===== config.mk =====
export PLATFORM = sky130hd
export DESIGN_NAME = asc_top
export DESIGN_NICKNAME = d
export VERILOG_FILES = /design/src/verilog/asc_tad_gen.v /design/src/verilog/asc_top.v
export VERILOG_INCLUDE_DIRS = /design/src /design/src/verilog
export SDC_FILE = /design/constraint.sdc
export NUM_CORES = 1
export LEC_CHECK = 0
export ABC_AREA = 0
export CAP_MARGIN = 30
export CORE_ASPECT_RATIO = 1.75
export CORE_UTILIZATION = 55
export CTS_BUF_LIST = sky130_fd_sc_hd__clkbuf_8
export CTS_CLUSTER_SIZE = 25
export DETAILED_ROUTE_END_ITERATION = 6
export DONT_BUFFER_PORTS = 1
export MAX_ROUTING_LAYER = met4
export PLACE_DENSITY = 0.77
export RECOVER_POWER = 25
export SLEW_MARGIN = 40
export SYNTH_ARGS = -nofsm -noshare
export SYNTH_HDL_FRONTEND = slang
export SYNTH_HIERARCHICAL = 1
export SYNTH_SLANG_ARGS = --single-unit

===== constraint.sdc =====
create_clock -name clock -period 2.87 [get_ports clock]
set_clock_uncertainty 0.15 [all_clocks]
set_input_delay 0 -clock clock [delete_from_list [all_inputs] [get_ports clock]]
set_output_delay 0 -clock clock [all_outputs]
set_load 0.01 [all_outputs]

===== src/verilog/asc_defs.vh =====
// Purpose: constants for the converter control register block
// Assumes: 32-bit APB data, word-aligned registers
// Notes:   offsets are byte addresses
`ifndef ASC_DEFS_VH
`define ASC_DEFS_VH

// ****************************************************************
// register offsets
// ****************************************************************
`define ASC_OFS_CTRL1     8'h00
`define ASC_OFS_CTRL1_CLR 8'h04
`define ASC_OFS_CTRL1_SET 8'h08
`define ASC_OFS_CTRL1_INV 8'h0c
`define ASC_OFS_SEQ       8'h10
`define ASC_OFS_SEQ_CLR   8'h14
`define ASC_OFS_SEQ_SET   8'h18
`define ASC_OFS_SEQ_INV   8'h1c
`define ASC_OFS_TIM       8'h20
`define ASC_OFS_TIM_CLR   8'h24
`define ASC_OFS_TIM_SET   8'h28
`define ASC_OFS_TIM_INV   8'h2c

// ****************************************************************
// writable masks and reset values
// ****************************************************************
`define ASC_MASK_CTRL1 32'h0000_a7f4
`define ASC_MASK_SEQ   32'h0000_f43f
`define ASC_MASK_TIM   32'h0000_9fff
`define ASC_RST_CTRL1  32'h0000_0000
`define ASC_RST_SEQ    32'h0000_0000
`define ASC_RST_TIM    32'h0000_0000

// ****************************************************************
// field positions
// ****************************************************************
`define ASC_C1_ON      15
`define ASC_C1_TRIGGER_SOURCE    7:5
`define ASC_C1_STOP_ON_INTERRUPT 4
`define ASC_C1_AUTO_START    2
`define ASC_C1_SAMPLING_BIT    1
`define ASC_C1_DONE    0
`define ASC_SQ_REFERENCE_SELECT    15:13
`define ASC_SQ_OFFSET_CAL_ENABLE  12
`define ASC_SQ_SCAN_ENABLE   10
`define ASC_SQ_BUFFER_FILL_STATUS    7
`define ASC_SQ_INTERRUPT_INTERVAL    5:2
`define ASC_SQ_BUFFER_SPLIT_MODE    1
`define ASC_SQ_ALTERNATE_MUX_SAMPLING    0
`define ASC_TM_CONV_CLOCK_SOURCE    15
`define ASC_TM_AUTO_SAMPLE_TIME    12:8
`define ASC_TM_CONV_CLOCK_DIVIDER    7:0

// ****************************************************************
// trigger codes and timing
// ****************************************************************
`define ASC_TRIG_SW    3'h0
`define ASC_TRIG_PIN   3'h1
`define ASC_TRIG_TMR   3'h2
`define ASC_TRIG_AUTO  3'h7
`define ASC_CONV_TAD   4'hc

`endif


===== src/verilog/asc_tad_gen.v =====
// Purpose: conversion clock period tick generator from the bus clock
// Assumes: one tick per 2*(divider+1) bus clock periods
// Notes:   divider is reloaded at a period boundary and while run is low
`timescale 1ns/100ps
module asc_tad_gen (
  // clock and reset
  input  wire       clock,
  input  wire       rst,
  // control
  input  wire       run,
  input  wire [7:0] divider,
  // tick out
  output reg        tick
);

  reg [8:0] count;
  reg [8:0] period_end;

  // ****************************************************************
  // divider
  // ****************************************************************
  always @(posedge clock or posedge rst) begin
    if (rst) begin
      count      <= 9'h000;
      period_end <= 9'h001;
      tick       <= 1'b0;
    end else if (!run) begin
      count      <= 9'h000;
      period_end <= {divider, 1'b1};
      tick       <= 1'b0;
    end else if (count == period_end) begin
      count      <= 9'h000;
      period_end <= {divider, 1'b1};
      tick       <= 1'b1;
    end else begin
      count <= count + 9'h001;
      tick  <= 1'b0;
    end
  end

endmodule // asc_tad_gen


===== src/verilog/asc_top.v =====
// Purpose: converter control registers and sample/convert sequencer
// Assumes: APB slave, clock 25 MHz, asynchronous active-high reset
// Notes:   pin inputs pass three flip-flops before use
//
// Behaviour
// - clear alias of first control register clears bits written one.
// - set alias of first control register sets bits written one.
// - invert alias of first control register toggles bits written one.
// - second control register has clear, set and invert aliases.
// - reference field selects supply rails or external pins; 1xx as 000.
// - offset calibration ties both hold inputs to negative reference.
// - scan enable takes mux A positive input from scan sequence, unless offset calibration is on.
// - fill status reads one while filling upper half, else zero.
// - interrupt after every (interval plus one) sequences.
// - buffer mode selects two 8-word halves or one 16-word buffer.
// - alternate sampling uses A first, then B, A, B.
// - clock source bit picks RC oscillator or bus-derived clock.
// - auto-sample time is 1 to 31 conversion clocks; zero forbidden.
// - bus-derived conversion clock period is 2*(divider+1) bus clocks.
// - control fields reset to zero.
// - software trigger: clearing sampling bit starts conversion.
// - auto trigger: sample counter ends sampling after auto-sample time.
// - auto-start restarts sampling after each conversion, sets sampling.
// - stop-on-interrupt clears auto-start at the first interrupt.
`timescale 1ns/100ps
`include "asc_defs.vh"
module asc_top (
  // clock and reset
  input  wire        clock,
  input  wire        rst,
  // apb slave
  input  wire        psel,
  input  wire        penable,
  input  wire        pwrite,
  input  wire [7:0]  paddr,
  input  wire [31:0] pwdata,
  output reg         pready,
  output reg  [31:0] prdata,
  output reg         pslverr,
  // triggers and rc oscillator
  input  wire        trig_pin,
  input  wire        timer_match,
  input  wire        rc_clock_in,
  // analog front end control
  output reg         sha_sampling,
  output reg         mux_b_select,
  output reg         scan_mux_a,
  output reg         sha_to_neg_ref,
  output reg         ref_pos_ext,
  output reg         ref_neg_ext,
  output reg         rc_osc_enable,
  // result store and events
  output reg         conv_start,
  output reg         result_write,
  output reg  [3:0]  result_addr,
  output reg         seq_event
);

  localparam ST_IDLE   = 2'h0;
  localparam ST_SAMPLE = 2'h1;
  localparam ST_CONV   = 2'h2;

  // ****************************************************************
  // helpers
  // ****************************************************************
  function [31:0] alias_op;
    input [31:0] old;
    input [31:0] wd;
    input [1:0]  kind;
    begin
      case (kind)
        2'h0:    alias_op = wd;
        2'h1:    alias_op = old & ~wd;
        2'h2:    alias_op = old | wd;
        2'h3:    alias_op = old ^ wd;
        default: alias_op = old;
      endcase
    end
  endfunction

  function [31:0] merge;
    input [31:0] old;
    input [31:0] nv;
    input [31:0] mask;
    begin
      merge = (old & ~mask) | (nv & mask);
    end
  endfunction

  // ****************************************************************
  // state
  // ****************************************************************
  reg  [31:0] ctrl1;
  reg  [31:0] seq_ctrl;
  reg  [31:0] tim_ctrl;
  reg         done;
  reg         buffer_fill_status;
  reg  [1:0]  state;
  reg  [4:0]  auto_sample_time_count;
  reg  [3:0]  conv_count;
  reg  [3:0]  seq_count;
  reg  [3:0]  fill_index;
  reg  [2:0]  pin_sync;
  reg         pin_level;
  reg  [2:0]  rc_sync;
  reg         rc_level;
  reg         pin_edge;
  reg         rc_tick;
  wire        bus_tick;
  reg  [31:0] next_ctrl1;
  reg  [31:0] rd_word;
  reg         rd_hit;

  wire access    = psel & penable & pready;
  wire wr        = access & pwrite & rd_hit;
  wire [1:0] wk  = paddr[3:2];
  wire wr_c1     = wr & (paddr[7:4] == 4'h0);
  wire wr_sq     = wr & (paddr[7:4] == 4'h1);
  wire wr_tm     = wr & (paddr[7:4] == 4'h2);
  wire mod_on    = ctrl1[`ASC_C1_ON];
  wire [2:0] trigger_source = ctrl1[`ASC_C1_TRIGGER_SOURCE];
  wire auto_start      = ctrl1[`ASC_C1_AUTO_START];
  wire tad       = tim_ctrl[`ASC_TM_CONV_CLOCK_SOURCE] ? rc_tick : bus_tick;
  wire sw_sampling_bit_1 = wr_c1 & next_ctrl1[`ASC_C1_SAMPLING_BIT];
  wire sw_sampling_bit_0 = wr_c1 & ~next_ctrl1[`ASC_C1_SAMPLING_BIT];
  wire conv_end  = (state == ST_CONV) & tad &
                   (conv_count == `ASC_CONV_TAD - 4'h1);
  wire seq_last  = seq_count == seq_ctrl[`ASC_SQ_INTERRUPT_INTERVAL];
  wire irq_now   = conv_end & seq_last;

  // ****************************************************************
  // conversion clock
  // ****************************************************************
  asc_tad_gen u_tad (
    .clock   (clock),
    .rst     (rst),
    .run     (mod_on & ~tim_ctrl[`ASC_TM_CONV_CLOCK_SOURCE]),
    .divider (tim_ctrl[`ASC_TM_CONV_CLOCK_DIVIDER]),
    .tick    (bus_tick)
  );

  // ****************************************************************
  // input synchronisers
  // ****************************************************************
  always @(posedge clock or posedge rst) begin
    if (rst) begin
      pin_sync  <= 3'h0;
      pin_level <= 1'b0;
      rc_sync   <= 3'h0;
      rc_level  <= 1'b0;
      pin_edge  <= 1'b0;
      rc_tick   <= 1'b0;
    end else begin
      pin_sync <= {pin_sync[1:0], trig_pin};
      rc_sync  <= {rc_sync[1:0], rc_clock_in};
      pin_edge <= 1'b0;
      rc_tick  <= 1'b0;
      if (pin_sync[1] == pin_sync[2]) begin
        pin_level <= pin_sync[2];
        pin_edge  <= pin_sync[2] & ~pin_level;
      end
      if (rc_sync[1] == rc_sync[2]) begin
        rc_level <= rc_sync[2];
        rc_tick  <= rc_sync[2] & ~rc_level;
      end
    end
  end

  // ****************************************************************
  // first control register write value
  // ****************************************************************
  always @* begin
    next_ctrl1 = alias_op(ctrl1, pwdata, wk);
    next_ctrl1[`ASC_C1_SAMPLING_BIT] = pwdata[`ASC_C1_SAMPLING_BIT];
    if (wk == 2'h1)
      next_ctrl1[`ASC_C1_SAMPLING_BIT] = ~pwdata[`ASC_C1_SAMPLING_BIT] & sha_sampling;
    if (wk == 2'h2)
      next_ctrl1[`ASC_C1_SAMPLING_BIT] = pwdata[`ASC_C1_SAMPLING_BIT] | sha_sampling;
    if (wk == 2'h3)
      next_ctrl1[`ASC_C1_SAMPLING_BIT] = pwdata[`ASC_C1_SAMPLING_BIT] ^ sha_sampling;
  end

  // ****************************************************************
  // control registers
  // ****************************************************************
  always @(posedge clock or posedge rst) begin
    if (rst) begin
      ctrl1    <= `ASC_RST_CTRL1;
      seq_ctrl <= `ASC_RST_SEQ;
      tim_ctrl <= `ASC_RST_TIM;
    end else begin
      if (wr_c1)
        ctrl1 <= merge(ctrl1, next_ctrl1, `ASC_MASK_CTRL1);
      if (irq_now & ctrl1[`ASC_C1_STOP_ON_INTERRUPT])
        ctrl1[`ASC_C1_AUTO_START] <= 1'b0;
      if (wr_sq)
        seq_ctrl <= merge(seq_ctrl, alias_op(seq_ctrl, pwdata, wk),
                          `ASC_MASK_SEQ);
      if (wr_tm)
        tim_ctrl <= merge(tim_ctrl, alias_op(tim_ctrl, pwdata, wk),
                          `ASC_MASK_TIM);
    end
  end

  // ****************************************************************
  // sample and convert sequencer
  // ****************************************************************
  always @(posedge clock or posedge rst) begin
    if (rst) begin
      state        <= ST_IDLE;
      auto_sample_time_count   <= 5'h00;
      conv_count   <= 4'h0;
      seq_count    <= 4'h0;
      fill_index   <= 4'h0;
      buffer_fill_status         <= 1'b0;
      done         <= 1'b0;
      mux_b_select <= 1'b0;
      conv_start   <= 1'b0;
      result_write <= 1'b0;
      result_addr  <= 4'h0;
      seq_event    <= 1'b0;
    end else begin
      conv_start   <= 1'b0;
      result_write <= 1'b0;
      seq_event    <= 1'b0;
      // software clears done; a completion in the same cycle wins
      if (wr_c1 & ~next_ctrl1[`ASC_C1_DONE])
        done <= 1'b0;
      if (!mod_on) begin
        state        <= ST_IDLE;
        seq_count    <= 4'h0;
        fill_index   <= 4'h0;
        buffer_fill_status         <= 1'b0;
        mux_b_select <= 1'b0;
      end else begin
        case (state)
          ST_IDLE: begin
            auto_sample_time_count <= 5'h00;
            if (auto_start | (sw_sampling_bit_1 & ~auto_start)) begin
              state <= ST_SAMPLE;
              done  <= 1'b0;
            end
          end
          ST_SAMPLE: begin
            if (tad & (auto_sample_time_count != 5'h1f))
              auto_sample_time_count <= auto_sample_time_count + 5'h01;
            if ((trigger_source == `ASC_TRIG_SW & sw_sampling_bit_0) |
                (trigger_source == `ASC_TRIG_PIN & pin_edge) |
                (trigger_source == `ASC_TRIG_TMR & timer_match) |
                (trigger_source == `ASC_TRIG_AUTO & tad &
                 auto_sample_time_count + 5'h01 >= tim_ctrl[`ASC_TM_AUTO_SAMPLE_TIME])) begin
              state      <= ST_CONV;
              conv_count <= 4'h0;
              conv_start <= 1'b1;
            end
          end
          ST_CONV: begin
            if (tad)
              conv_count <= conv_count + 4'h1;
            if (conv_end) begin
              done         <= 1'b1;
              result_write <= 1'b1;
              if (seq_ctrl[`ASC_SQ_BUFFER_SPLIT_MODE])
                result_addr <= {buffer_fill_status, fill_index[2:0]};
              else
                result_addr <= fill_index;
              fill_index   <= fill_index + 4'h1;
              mux_b_select <= seq_ctrl[`ASC_SQ_ALTERNATE_MUX_SAMPLING] &
                              ~mux_b_select;
              auto_sample_time_count   <= 5'h00;
              if (seq_last) begin
                seq_count  <= 4'h0;
                seq_event  <= 1'b1;
                fill_index <= 4'h0;
                if (seq_ctrl[`ASC_SQ_BUFFER_SPLIT_MODE])
                  buffer_fill_status <= ~buffer_fill_status;
              end else begin
                seq_count <= seq_count + 4'h1;
              end
              if (auto_start & ~(seq_last & ctrl1[`ASC_C1_STOP_ON_INTERRUPT]))
                state <= ST_SAMPLE;
              else
                state <= ST_IDLE;
            end
          end
          default: state <= ST_IDLE;
        endcase
      end
    end
  end

  // ****************************************************************
  // front end control outputs
  // ****************************************************************
  always @(posedge clock or posedge rst) begin
    if (rst) begin
      sha_sampling   <= 1'b0;
      scan_mux_a     <= 1'b0;
      sha_to_neg_ref <= 1'b0;
      ref_pos_ext    <= 1'b0;
      ref_neg_ext    <= 1'b0;
      rc_osc_enable  <= 1'b0;
    end else begin
      sha_sampling   <= (state == ST_SAMPLE) & ~(conv_start);
      sha_to_neg_ref <= seq_ctrl[`ASC_SQ_OFFSET_CAL_ENABLE];
      scan_mux_a     <= seq_ctrl[`ASC_SQ_SCAN_ENABLE] &
                        ~seq_ctrl[`ASC_SQ_OFFSET_CAL_ENABLE];
      ref_pos_ext    <= ~seq_ctrl[15] & seq_ctrl[13];
      ref_neg_ext    <= ~seq_ctrl[15] & seq_ctrl[14];
      rc_osc_enable  <= mod_on & tim_ctrl[`ASC_TM_CONV_CLOCK_SOURCE];
    end
  end

  // ****************************************************************
  // apb read decode
  // ****************************************************************
  always @* begin
    rd_word = 32'h0000_0000;
    rd_hit  = 1'b1;
    case (paddr)
      `ASC_OFS_CTRL1: begin
        rd_word = ctrl1 & `ASC_MASK_CTRL1;
        rd_word[`ASC_C1_SAMPLING_BIT] = sha_sampling;
        rd_word[`ASC_C1_DONE] = done;
      end
      `ASC_OFS_SEQ: begin
        rd_word = seq_ctrl & `ASC_MASK_SEQ;
        rd_word[`ASC_SQ_BUFFER_FILL_STATUS] = buffer_fill_status;
      end
      `ASC_OFS_TIM:      rd_word = tim_ctrl & `ASC_MASK_TIM;
      `ASC_OFS_CTRL1_CLR,
      `ASC_OFS_CTRL1_SET,
      `ASC_OFS_CTRL1_INV,
      `ASC_OFS_SEQ_CLR,
      `ASC_OFS_SEQ_SET,
      `ASC_OFS_SEQ_INV,
      `ASC_OFS_TIM_CLR,
      `ASC_OFS_TIM_SET,
      `ASC_OFS_TIM_INV:  rd_word = 32'h0000_0000;
      default:           rd_hit  = 1'b0;
    endcase
  end

  // ****************************************************************
  // apb handshake: one wait state, answer registered
  // ****************************************************************
  always @(posedge clock or posedge rst) begin
    if (rst) begin
      pready  <= 1'b0;
      prdata  <= 32'h0000_0000;
      pslverr <= 1'b0;
    end else begin
      pready  <= psel & penable & ~pready;
      pslverr <= psel & penable & ~pready & ~rd_hit;
      if (psel & penable & ~pready & ~pwrite)
        prdata <= rd_word;
    end
  end

endmodule // asc_top


Word-level counts from Yosys, hierarchy flattened:

Index checks and enable logic that the tools add are counted.

* register bits: 194
* input bits: 48
* output and inout port bits: 48
* word-level logic and storage cells: 230

* $add $sub $neg: 5
* $lt $le $gt $ge: 1
* equal/unequal tests: 39
* multiplexer cells: 65
* bitwise logic cells: 71
* reduce and logical (&&, ||, !) cells: 15

Operators by type and width (number)
* $pmux 16 s4: 3
* $or 32x16->32: 3
* $and 16x16->16: 3
* $or 16x16->16: 3
* $pmux 16 s3: 1
* $xor 16x16->16: 3
* $mux 4: 11
* $and 1x1->1: 36
* $mux 9: 4
* $mux 1: 33
* $eq 8x5->1 const B: 4
* $eq 8x6->1 const B: 4
* $mux 16: 2
* $eq 8x4->1 const B: 2
* $not 1->1: 16
* $not 16->16: 1
* $pmux 5 s3: 1
* $add 4x1->4 const B: 3
* $reduce_and 4->1: 3
* $reduce_or 12->1: 1
* $mux 5: 2
* $ne 2x2->1 const B: 5
* $add 9x1->9 const B: 1
* $eq 9x9->1: 1
* other kinds (31): 50

Logic depth before layout (Yosys ltp):

* word-level depth: 14
* mapped depth: 9
* gate-level depth less buffers: 9

By module:

Netlist, hierarchy kept.

By module, submodules not included
* asc_top: instances 1, cells an instance 676, area an instance 6371.1 sq um, sequential area each 2452.4 sq um
* asc_tad_gen: instances 1, cells an instance 72, area an instance 848.3 sq um, sequential area each 450.4 sq um

Worst setup path before layout:

Ideal clock, no wire load.

* path kind: register -> register
* start point: reg auto_sample_time_count[0]
* end point: reg state[1]
* setup time: 0.132 ns
* arrival: 2.082 ns
* data required time: 2.588 ns
* setup slack: 0.506 ns
* cell stages (with the launch flop): 10
* buffers on the path: 0
* clock period less this slack: 2.364 ns
* cells stage by stage: dfrtp_1 ha_1 and3_1 ha_1 ha_1 a21o_1 a31oi_1 o22a_2 a2bb2oi_1 nor2_1

* longest elaborated chain between the ends: 6

Ends and longest elaborated chain
* start, declared: RTL line asc_top.v:99 `reg [4:0] auto_sample_time_count;`
* start signal, assigned: RTL line asc_top.v:246 `auto_sample_time_count <= auto_sample_time_count + 5'h01;`
* $add 5x1->5: RTL line asc_top.v:251 `` auto_sample_time_count + 5'h01 >= tim_ctrl[`ASC_TM_AUTO_SAMPLE_TIME])) begin ``
* $ge 5x5->1: RTL line asc_top.v:251
* $and 1x1->1: RTL line asc_top.v:250 `` (trigger_source == `ASC_TRIG_AUTO & tad & ``
* $or 1x1->1: RTL line asc_top.v:247 `` if ((trigger_source == `ASC_TRIG_SW & sw_sampling_bit_0) | ``
* $ne 3x3->1 (no line)
* $reduce_and 3->1 (no line)
* end signal, assigned: RTL line asc_top.v:240 `state <= ST_SAMPLE;`
* end signal, assigned: RTL line asc_top.v:252 `state <= ST_CONV;`
* end signal, assigned: RTL line asc_top.v:281 `state <= ST_SAMPLE;`
* end, declared: RTL line asc_top.v:98 `reg [1:0] state;`

Every way passes these cells.
A chain may end at the register's enable or synchronous reset.

Worst setup path after layout:

* start point: reg pready
* end point: reg ctrl1[4]

* longest elaborated chain between the ends: 4

Ends and longest elaborated chain
* start, declared: RTL line asc_top.v:37 `output reg pready,`
* start signal, assigned: RTL line asc_top.v:353 `pready <= psel & penable & ~pready;`
* $and 1x1->1: RTL line asc_top.v:114 `wire access = psel & penable & pready;`
* $and 1x1->1 (2 in series): RTL line asc_top.v:115 `wire wr = access & pwrite & rd_hit;`
* $and 1x1->1: RTL line asc_top.v:117 `wire wr_c1 = wr & (paddr[7:4] == 4'h0);`
* end signal, assigned: RTL line asc_top.v:188 `` ctrl1 <= `ASC_RST_CTRL1; ``
* end signal, assigned: RTL line asc_top.v:193 `` ctrl1 <= merge(ctrl1, next_ctrl1, `ASC_MASK_CTRL1); ``
* end, declared: RTL line asc_top.v:93 `reg [31:0] ctrl1;`

Every way passes these cells.

==> impl_metrics.env <==
export IMPL_status="finished with violations"
export IMPL_violations="max-capacitance violations, max-slew violations"
export IMPL_power_density_nw_per_um2=483
export IMPL_routabilityCongestion=0.859
export IMPL_cts_sinks=116
export IMPL_p_sw_mw=1.07
export IMPL_grt_pass1_vias=5920
export IMPL_period_minus_slack_ps=2700
export IMPL_cts_max_level=4
export IMPL_setup_viol=0
export IMPL_slew_viol_final=77
export IMPL_ant_nets=0
export IMPL_r2r_start="pready$_DFF_PP0_"
export IMPL_hold_viol=0
export IMPL_endpoint_kind="flop"
export IMPL_port_buffers=0
export IMPL_fmax_mhz=370
export IMPL_synthCells=748
export IMPL_final_common_cell="dfrtp_1"
export IMPL_diodes=0
export IMPL_nets=915
export IMPL_drive_gt1_share_pct=10.7
export IMPL_async_reset_ff_share_pct=100
export IMPL_clk_pin_slew_ps=70
export IMPL_hold_class="input pin to asynchronous set/reset pin"
export IMPL_mostFrequentLayoutCells="dfrtp_1 (115), inv_1 (83), ha_1 (83)"
export IMPL_cts_buffers=17
export IMPL_grtUsageMet2_pct=46.0
export IMPL_fin_crit_sh_pct=94.1
export IMPL_yosysSeqAreaShare_pct=40.2
export IMPL_dieArea_um2=13600
export IMPL_post_dp_hpwl_mm=11.7
export IMPL_ys_seq_elements=116
export IMPL_worst_ep_arrival_time_ps=2880
export IMPL_critical_path_class="flop to flop"
export IMPL_grt_busiest_layer="met2"
export IMPL_antenna_found_initial=0
export IMPL_r2r_slack_ps=170
export IMPL_vias=5682
export IMPL_die_y_um=154
export IMPL_regToRegEndpoint="ctrl1[4]$_DFFE_PP0P_"
export IMPL_swShare_pct=27.2
export IMPL_initial_utilization_pct=56.1
export IMPL_clk_root_buffer_cell="clkbuf_8"
export IMPL_p_clk_share_pct=42.2
export IMPL_die_w_um=88.6
export IMPL_boundaryPins=96
export IMPL_tightest_slew_ps=1710
export IMPL_grtUsageMet3_pct=5.48
export IMPL_track_usage_pct=27.2
export IMPL_ys_warn_count=6
export IMPL_synth_cell_type_count=52
export IMPL_drv_cap=1
export IMPL_core_rowCount=55
export IMPL_synth_edff_count=0
export IMPL_placeableCoreArea_um2=12900
export IMPL_crit_path_start_kind="flop"
export IMPL_area_growth_pct=13.1
export IMPL_grt_max_degree=82
export IMPL_firstDrtPassIters=7
export IMPL_rr_worst_depth=7
export IMPL_avgSynthCellArea_um2=9.65
export IMPL_ys_dominant_reg_cell="dfrtp_1"
export IMPL_peakVddDrop_uv=365
export IMPL_rsz0062_at_grt="no"
export IMPL_crit_fanout=8
export IMPL_via_per_inst=5.87
export IMPL_holdWs_ps=21.8
export IMPL_cts_setup_buffers=0
export IMPL_fillers=1031
export IMPL_combPwrFrac_pct=12.7
export IMPL_sequentialPowerShare_pct=45.1
export IMPL_drt_iter0_markers=426
export IMPL_p_leak_nw=3.81
export IMPL_drc=0
export IMPL_grt_first_pass_wirelength_mm=27.5
export IMPL_overflow=0
export IMPL_internal_power_mw=2.87
export IMPL_clock_latency_ps=440
export IMPL_use_met1_pct=29.9
export IMPL_maxSlewHeadroom_pct=-13.9
export IMPL_wl_per_cell_um=17.6
export IMPL_fin_tns_setup_ps=0
export IMPL_synth_area_um2=7220
export IMPL_routed_wl_mm=17.0
export IMPL_ctsLongestPathBuffers=2
export IMPL_cp_required_ps=3050
export IMPL_cp_startpoint="pready$_DFF_PP0_"
export IMPL_cts_tree="yes"
## kinds of logic after synthesis
| logic type | Yosys count | synth area share (%) |
|---|---|---|
| mux | 34 | 7.97 |
| xor+xnor | 26 | 3.15 |
| flops | 116 | 40.2 |
| compound gates | 154 | 13.6 |
| buf+inv | 130 | 7.87 |
| fa+ha+maj | 85 | 14.7 |
| simple gates | 202 | 12.5 |
| other cells | 1 | 0.0519 |
## sequential cells by signal, indices dropped and copies added, names as in the netlist, 5 cells and up
name,count
tim_ctrl,14
u_tad/count,9
prdata,16
seq_ctrl,11
ctrl1,10
auto_sample_time_count,5
u_tad/period_end,8
## critical path: stages, from the launching register on
cell and delay, ps:
dfrtp_2 420, and4_1 220, and3_1 220, nand2_2 160, a211oi_1 220, dlygate4sd3_1 580
a21oi_1 40, dlygate4sd3_1 560
## routing by layer
metal	wire length [um]	share of wire (%)	up-vias
li1	-	-	2610
met1	6470	38	2805
met2	9060	53	211
met3	900	5.3	56
met4	589	3.5	0
met5	0	0	-
## repair_timing
item	4_1_cts	5_1_grt
resized for setup	0	2
endpoints found under the setup margin	0	1
hold buffers	37	0
hold endpoints to repair	173	0
## final cells by class
class,instances,area [um^2],share of cell area (%)
inverters,83,315,3.86
well taps,171,214,2.62
clock inverters,14,184,2.25
clock buffers,18,248,3.03
multi-input cells,517,3810,46.7
repair buffers,49,488,5.98
flip-flops and latches,116,2900,35.6
## power by group through the flow
stage | Clock [mW] | Combinational, mW | Sequential [mW]
final | 1.67 | 0.500 | 1.78
after global routing | 1.75 | 0.566 | 1.79
after CTS | 1.68 | 0.502 | 1.78
after detailed placement | 0 | 0.426 | 1.81
after global placement | 0 | 0.392 | 1.80
after floorplan | 0 | 0.375 | 1.79
## cell usage after synthesis, drive strengths merged (2+ instances only)
master	instances	area share, %
a211oi	20	2.2
a21o	2	0.21
a21oi	59	4.1
a222oi	8	1.1
a22oi	8	0.83
and3	4	0.35
and4	3	0.36
buf	28	2.6
clkbuf	19	0.99
dfrtp	116	40
ha	83	14
inv	83	4.3
maj3	2	0.28
mux2	12	2.0
mux2i	5	0.69
mux4	17	5.3
nand2	58	3.0
nand2b	3	0.26
nand3	11	0.76
nand4	5	0.43
nor2	81	4.2
nor2b	11	0.95
nor3	16	1.1
nor4	2	0.17
o211ai	5	0.52
o21ai	41	3.0
o22a	2	0.26
or3	4	0.35
xnor2	17	2.1
xor2	9	1.1
## worst max-delay path by stage
stage,to,slack (ps)
after global routing,ctrl1[4]$_DFFE_PP0P_,30
final,ctrl1[4]$_DFFE_PP0P_,170
after CTS,ctrl1[4]$_DFFE_PP0P_,70
after detailed placement,conv_count[3]$_DFFE_PP0P_,220
after global placement,state[1]$_DFFE_PP0P_,320
after floorplan,auto_sample_time_count[0]$_DFFE_PP0P_,160
## through the flow
stage	total power, mW	util, %	instance area [um^2]	worst slack (ps)	std cells
2_1_floorplan	2.16	-	7280	158	763
3_3_place_gp	2.19	57.0	7330	325	899
3_5_place_dp	2.24	57.0	7330	223	899
4_1_cts	3.96	63.4	8160	72.7	968
5_1_grt	4.11	63.5	8170	25.5	968
6_report	3.95	63.5	8170	171	968
(Power assumes the default switching activity.)
